===== src/pcs_pkg.sv =====
`default_nettype none
package pcs_pkg;

    // ------------------------------------------------------------
    // Offsets and widths
    // ------------------------------------------------------------
    localparam logic [11:0] PCS_CMD_STATUS_OFFSET = 12'h004;
    localparam logic [7:0] PCS_CAP_PTR_OFFSET = 8'h34;
    localparam int PCS_CFG_ADDR_W = 12;

    // ------------------------------------------------------------
    // Command field positions
    // ------------------------------------------------------------
    localparam int PCS_CMD_IO_EN_BIT = 0;
    localparam int PCS_CMD_MEM_EN_BIT = 1;
    localparam int PCS_CMD_PARITY_RSP_BIT = 6;
    localparam int PCS_CMD_SYS_ERR_BIT = 8;
    localparam int PCS_CMD_INTX_DIS_BIT = 10;
    localparam logic [15:0] PCS_CMD_WRITABLE_MASK = 16'h0543;

    // ------------------------------------------------------------
    // Status field positions (within the 32-bit word)
    // ------------------------------------------------------------
    localparam int PCS_STS_INT_PEND_BIT = 19;
    localparam int PCS_STS_CAP_LIST_BIT = 20;
    localparam int PCS_STS_SIG_ABORT_BIT = 27;
    localparam int PCS_STS_SIG_SYS_ERR_BIT = 30;
    localparam int PCS_STS_PARITY_ERR_BIT = 31;

    // ------------------------------------------------------------
    // Reset values
    // ------------------------------------------------------------
    localparam logic [15:0] PCS_CMD_RESET = 16'h0000;
    localparam logic PCS_FLAG_RESET = 1'b0;
    localparam logic PCS_CAP_LIST_VALUE = 1'b1;

    // Configuration request from the link layer
    typedef struct packed {
        logic rd;
        logic wr;
        logic [PCS_CFG_ADDR_W-1:0] addr;
        logic [3:0] be;
        logic [31:0] wdata;
    } pcs_cfg_req_t;

    // Device events raised by the transaction logic
    typedef struct packed {
        logic completer_abort;
        logic err_msg_sent;
        logic poisoned_rx;
        logic intx_pending;
    } pcs_events_t;

    // Decoded command controls
    typedef struct packed {
        logic io_space_enable;
        logic mem_space_enable;
        logic parity_resp_enable;
        logic system_error_report_enable;
        logic intx_disable;
    } pcs_ctrl_t;

endpackage
`default_nettype wire


===== src/pcs_w1c_flag.sv =====
`timescale 1ns/1ps
`default_nettype none

module pcs_w1c_flag (
    input wire logic core_clk_i,
    input wire logic rstn_i,
    input wire logic set_i,
    input wire logic clear_i,
    output logic flag_o
);
    import pcs_pkg::*;

    logic flag_reg;

    // Sticky flag, set beats write-one clear
    always_ff @(posedge core_clk_i) begin
        if (!rstn_i) begin
            flag_reg <= PCS_FLAG_RESET;
        end else if (set_i) begin
            flag_reg <= 1'b1;
        end else if (clear_i) begin
            flag_reg <= 1'b0;
        end
    end

    assign flag_o = flag_reg;
endmodule

`default_nettype wire


===== src/pcs_cmd_field.sv =====
`timescale 1ns/1ps
`default_nettype none

module pcs_cmd_field (
    input wire logic core_clk_i,
    input wire logic rstn_i,
    input wire logic wr_i,
    input wire logic [1:0] be_i,
    input wire logic [15:0] wdata_i,
    output logic [15:0] cmd_o
);
    import pcs_pkg::*;

    logic [15:0] cmd_reg;
    logic [15:0] cmd_next;
    logic [15:0] lane_mask;

    // Byte-lane merge, only implemented bits take writes
    always_comb begin
        lane_mask = {{8{be_i[1]}}, {8{be_i[0]}}} & PCS_CMD_WRITABLE_MASK;
        cmd_next = (cmd_reg & ~lane_mask) | (wdata_i & lane_mask);
    end

    // Command storage
    always_ff @(posedge core_clk_i) begin
        if (!rstn_i) begin
            cmd_reg <= PCS_CMD_RESET;
        end else if (wr_i) begin
            cmd_reg <= cmd_next;
        end
    end

    assign cmd_o = cmd_reg & PCS_CMD_WRITABLE_MASK;
endmodule

`default_nettype wire


===== src/pcs_cmd_status_regs.sv =====
// Summary of operation
// I/O space requests ignored while command bit 0 clear; RW, resets 0.
// Memory space requests ignored while command bit 1 clear; RW, resets 0.
// Command bit 2 and status bits 24, 28, 29 read zero, ignore writes.
// Legacy command bits 3,4,5,7,9 and status 21,23,25,26 hardwired zero.
// Command bit 6 parity response enable; clear means only flag parity error.
// Command bit 8 enables reporting fatal and non-fatal errors upstream.
// Command bit 10 disables generation of legacy INTx messages.
// Status bit 19 shows an INTx message pending internally.
// Status bit 20 reads one: capability list present, pointer at 34h.
// Status bit 27 set on any completer-abort completion; resets zero.
// Status bit 30 set when error message sent with report enable set.
// Status bit 31 set whenever a poisoned TLP is received.
// Command in low half, status in high half of word at 04h.
// Writing one clears a status error flag; writing zero leaves it.
// Reserved command bits 15:11, status 18:16 and 22 read zero.
`timescale 1ns/1ps
`default_nettype none

module pcs_cmd_status_regs (
    input wire logic core_clk_i,
    input wire logic rstn_i,
    input wire pcs_pkg::pcs_cfg_req_t cfg_req_i,
    output logic [31:0] cfg_rdata_o,
    output logic cfg_rvalid_o,
    input wire pcs_pkg::pcs_events_t events_i,
    input wire logic io_req_i,
    input wire logic mem_req_i,
    input wire logic parity_err_i,
    input wire logic fatal_err_i,
    input wire logic nonfatal_err_i,
    input wire logic intx_assert_i,
    output logic io_accept_o,
    output logic mem_accept_o,
    output logic parity_action_o,
    output logic err_report_o,
    output logic intx_msg_o,
    output pcs_pkg::pcs_ctrl_t ctrl_o
);
    import pcs_pkg::*;

    // ------------------------------------------------------------
    // Address decode
    // ------------------------------------------------------------
    logic hit;
    logic wr_hit;
    logic rd_hit;
    logic [15:0] cmd_value;
    logic sig_abort_flag;
    logic sig_sys_err_flag;
    logic parity_err_flag;
    logic int_pend_reg;
    logic [31:0] word_value;
    logic [31:0] rdata_reg;
    logic rvalid_reg;
    logic sys_err_set;
    logic parity_set;

    // Word match at the command and status doubleword
    assign hit = (cfg_req_i.addr[PCS_CFG_ADDR_W-1:2] == PCS_CMD_STATUS_OFFSET[PCS_CFG_ADDR_W-1:2]);
    assign wr_hit = cfg_req_i.wr & hit;
    assign rd_hit = cfg_req_i.rd & hit;

    // ------------------------------------------------------------
    // Command half
    // ------------------------------------------------------------
    pcs_cmd_field u_cmd (
        .core_clk_i(core_clk_i),
        .rstn_i(rstn_i),
        .wr_i(wr_hit),
        .be_i(cfg_req_i.be[1:0]),
        .wdata_i(cfg_req_i.wdata[15:0]),
        .cmd_o(cmd_value)
    );

    // Decoded controls
    assign ctrl_o.io_space_enable = cmd_value[PCS_CMD_IO_EN_BIT];
    assign ctrl_o.mem_space_enable = cmd_value[PCS_CMD_MEM_EN_BIT];
    assign ctrl_o.parity_resp_enable = cmd_value[PCS_CMD_PARITY_RSP_BIT];
    assign ctrl_o.system_error_report_enable = cmd_value[PCS_CMD_SYS_ERR_BIT];
    assign ctrl_o.intx_disable = cmd_value[PCS_CMD_INTX_DIS_BIT];

    // Gating of device responses
    assign io_accept_o = io_req_i & ctrl_o.io_space_enable;
    assign mem_accept_o = mem_req_i & ctrl_o.mem_space_enable;
    assign parity_action_o = parity_err_i & ctrl_o.parity_resp_enable;
    assign err_report_o = (fatal_err_i | nonfatal_err_i) & ctrl_o.system_error_report_enable;
    assign intx_msg_o = intx_assert_i & ~ctrl_o.intx_disable;

    // ------------------------------------------------------------
    // Status half
    // ------------------------------------------------------------
    assign sys_err_set = events_i.err_msg_sent & ctrl_o.system_error_report_enable;
    assign parity_set = events_i.poisoned_rx | parity_err_i;

    // Completer abort flag
    pcs_w1c_flag u_sig_abort (
        .core_clk_i(core_clk_i),
        .rstn_i(rstn_i),
        .set_i(events_i.completer_abort),
        .clear_i(wr_hit & cfg_req_i.be[3] & cfg_req_i.wdata[PCS_STS_SIG_ABORT_BIT]),
        .flag_o(sig_abort_flag)
    );

    // Signalled system error flag
    pcs_w1c_flag u_sig_sys_err (
        .core_clk_i(core_clk_i),
        .rstn_i(rstn_i),
        .set_i(sys_err_set),
        .clear_i(wr_hit & cfg_req_i.be[3] & cfg_req_i.wdata[PCS_STS_SIG_SYS_ERR_BIT]),
        .flag_o(sig_sys_err_flag)
    );

    // Detected parity error flag
    pcs_w1c_flag u_parity_err (
        .core_clk_i(core_clk_i),
        .rstn_i(rstn_i),
        .set_i(parity_set),
        .clear_i(wr_hit & cfg_req_i.be[3] & cfg_req_i.wdata[PCS_STS_PARITY_ERR_BIT]),
        .flag_o(parity_err_flag)
    );

    // Interrupt pending mirror, read only
    always_ff @(posedge core_clk_i) begin
        if (!rstn_i) begin
            int_pend_reg <= PCS_FLAG_RESET;
        end else begin
            int_pend_reg <= events_i.intx_pending;
        end
    end

    // ------------------------------------------------------------
    // Read path
    // ------------------------------------------------------------
    // Assemble word; unlisted bits stay zero
    always_comb begin
        word_value = 32'h0000_0000;
        word_value[15:0] = cmd_value;
        word_value[PCS_STS_INT_PEND_BIT] = int_pend_reg;
        word_value[PCS_STS_CAP_LIST_BIT] = PCS_CAP_LIST_VALUE;
        word_value[PCS_STS_SIG_ABORT_BIT] = sig_abort_flag;
        word_value[PCS_STS_SIG_SYS_ERR_BIT] = sig_sys_err_flag;
        word_value[PCS_STS_PARITY_ERR_BIT] = parity_err_flag;
    end

    // Registered read data, zero for other offsets
    always_ff @(posedge core_clk_i) begin
        if (!rstn_i) begin
            rdata_reg <= 32'h0000_0000;
            rvalid_reg <= 1'b0;
        end else begin
            rvalid_reg <= cfg_req_i.rd;
            if (rd_hit) begin
                rdata_reg <= word_value;
            end else if (cfg_req_i.rd) begin
                rdata_reg <= 32'h0000_0000;
            end
        end
    end

    assign cfg_rdata_o = rdata_reg;
    assign cfg_rvalid_o = rvalid_reg;
endmodule

`default_nettype wire


===== config.mk =====
export PLATFORM = sky130hd
export DESIGN_NAME = pcs_cmd_status_regs
export DESIGN_NICKNAME = d
export VERILOG_FILES = /design/src/pcs_pkg.sv /design/src/pcs_w1c_flag.sv /design/src/pcs_cmd_field.sv /design/src/pcs_cmd_status_regs.sv
export SDC_FILE = /design/constraint.sdc
export NUM_CORES = 1
export LEC_CHECK = 0
export ABC_AREA = 1
export BUFFER_PORTS_ARGS = -buffer_cell sky130_fd_sc_hd__buf_2
export CAP_MARGIN = 20
export CORE_UTILIZATION = 35
export CTS_CLUSTER_DIAMETER = 120
export DETAILED_ROUTE_END_ITERATION = 8
export PLACE_DENSITY_LB_ADDON = 0.1
export SYNTH_ARGS = -nofsm -noshare
export SYNTH_HDL_FRONTEND = slang
export SYNTH_SLANG_ARGS = --single-unit

===== constraint.sdc =====
create_clock -name core_clk_i -period 0.9 [get_ports core_clk_i]
set_input_delay 0.045 -clock core_clk_i [delete_from_list [all_inputs] [get_ports core_clk_i]]
set_output_delay 0.045 -clock core_clk_i [all_outputs]
set_load 0.005 [all_outputs]

==> flow_metrics.tcl <==
set metrics [dict create \
    status "finished, violations left" \
    max_stage_delay_ns 0.34 \
    rows 19 \
    hold_class "input pin to flip-flop" \
    wl_per_cell_um 9.42 \
    path_clk_slew_ns 0.12 \
    slew_violations 0 \
    grt_use_met1_pct 17.6 \
    grtUsageMet2_pct 30.5 \
    ys_seq_area_share_pct 39.6 \
    grt_remaining_overflow 0 \
    routed_wl_mm 2.30 \
    whs_ns 0.0265 \
    worst-path-buf-inv 2 \
    antenna_left 0 \
    grt_use_met3_pct 2.79 \
    synth_top_cell_by_area "dfxtp_1" \
    crit_family "flip-flops" \
    ir_drop_v 0.000813 \
    area_growth_syn_to_layout_pct 44.4 \
    core_um2 2760 \
    grt_first_pass_wirelength_mm 3.93 \
    fillers 283 \
    cts.sinks 20 \
    ioPinCount 105 \
    h-tree-depth 1 \
    grt_max_degree 14 \
    ys_types 15 \
    avgSynthCellArea_um2 7.23 \
    failed_checks "negative setup slack" \
    syn_inst 140 \
    min_period_ns 0.936 \
    required_ns 0.85 \
    cts-buffers-inserted 3 \
    yosysTopAreaCellShare_pct 39.6 \
    grt_util_all_layers_pct 16.3 \
    finalCritPeriodShare_pct 104 \
    criticalPathCategory "flip-flop to primary output" \
    clock_skew_ns 0.00527 \
    p_total_uw 1830 \
    antenna_cells 0 \
    critical_path.startpoint_type "flip-flop" \
    worstSkewPairLatency_ns 0.30 \
    hold_viol_final 0 \
    layout.nets 276 \
    die_x_um 55.8 \
    routabilityCongestion 0.716 \
    critPathArrivalTime_ns 0.89 \
    critPathSlowestCell "dfxtp_2" \
    cp_cell_sequence "buf_4 -> buf_2" \
    via_per_inst 4.16 \
    dp_hpwl_mm 1.72 \
    rsz0062_at_grt "yes" \
    p_leak_uw 0.000811 \
    drive_above_1_share_pct 39.9 \
    setup_slack_ns -0.0357 \
    cap_violations 0 \
    remaining_drc_errors 0 \
    grt.busiest_layer "met2" \
    port_buffers 55 \
    dieArea_um2 3110 \
    clockRootBuffer "clkbuf_4" \
    drt_iter0_markers 14 \
    finalSetupViolations 3 \
    synth_area_leaders "dfxtp_1 40%, buf_4 16%, nand2_1 14%, a21oi_1 6.4%, inv_1 5.6%" \
    first_pass_iters 4 \
    powerDensity_nw_per_um2 1250 \
    start_util_pct 36.7 \
    synth_area_um2 1010 \
    die_h_um 55.8 \
    cts_buffer_depth 2 \
    tritoncts "done" \
    antenna_found_initial 0 \
    num_vias 1015 \
    yosysWarnings 0 \
    grt_pass1_vias 950 \
    worst_setup_path_end_kind "primary output" \
    cp_max_fo 3 \
    ys_ff_latch 20 \
    fmax_ghz 1.07 \
]
Yosys cell counts:
cell / number
nand2_1: 37
dfxtp_1: 20
inv_1: 15
nand3_2: 3
nor2_1: 15
nor3_4: 1
nor2_2: 5
nand4_1: 3
conb_1: 1
buf_4: 22
nor2_4: 1
a21oi_1: 13
nand2_2: 1
buf_2: 1
clkbuf_1: 2
timing repair:
action,in CTS,in global routing
buffers inserted,4,1
resized for setup,6,1
endpoints found under the setup margin,7,6
endpoints found under the hold margin,10,0
gates cloned,0,0
hold buffers,10,0
pin swaps,1,1
layer usage:
layer  vias to the layer above  part of all wire [%]
met4                         0                   1.0
li1                        529                     -
met5                         -                     0
met1                       437                    39
met2                        45                    53
met3                         4                   6.8
per-stage QoR:
stage / TNS [ns] / std cells / util [%] / setup WS [ns] / cell area (um^2)
final: -0.0455 / 244 / 53.0 / -0.0357 / 1460
after global routing: -0.432 / 244 / 53.0 / -0.0963 / 1460
after CTS: -0.162 / 243 / 52.6 / -0.0589 / 1450
after detailed placement: -1.20 / 225 / 45.8 / -0.117 / 1260
after global placement: -0.800 / 225 / 45.8 / -0.0979 / 1260
after floorplan: 0 / 161 / - / 0.117 / 1090
area by class of cell:
class                      instances  area (um^2)  area share (%)
multi-input combinational        101          459            31.4
timing repair buffer              73          448            30.7
sequential                        20          407            27.8
inverter                          15         56.3            3.85
tap                               31         38.8            2.65
clock inverter                     1         30.0            2.05
clock buffer                       3         22.5            1.54
layout by cell type, fill, tap and decap left out, types with 5 or more instances in the layout:
| cell | count |
|---|---|
| nor2_2 | 6 |
| buf_2 | 55 |
| conb_1 | 22 |
| dlygate4sd3_1 | 10 |
| a21oi_1 | 13 |
| nor2_1 | 14 |
| inv_1 | 14 |
| dfxtp_2 | 5 |
| buf_4 | 7 |
| dfxtp_1 | 15 |
| nand2_1 | 37 |
where the power goes:
group          total, uW  switching (uW)  internal (uW)
clock network        730             280            450
registers            900            4.20            896
logic                204             101            103
total               1830             385           1450
path summary, 6_finish.rpt:
path / to / cells after the start / slack, ns / start
max: ctrl_o[1] / 2 / -0.04 / flip-flop
min reg2reg: cfg_rdata_o[19]$_SDFFE_PN0P_ / 2 / 0.45 / int_pend_reg$_SDFF_PN0_
min: u_parity_err.flag_o$_SDFFE_PN0P_ / 3 / 0.03 / parity_err_i
max reg2reg: flip-flop / 5 / 0.15 / flip-flop
cells by family after synthesis:
| logic type | synth area share, % |
|---|---|
| simple gates | 30.5 |
| buf+inv | 23.1 |
| flops | 39.6 |
| compound gates | 6.43 |
| other cells | 0.370 |
worst min-delay path: stages:
cell     delay [ns]
buf_2          0.08
nor2_1         0.04
a21oi_1        0.12
No activity file was read; power rests on OpenSTA's default activity.
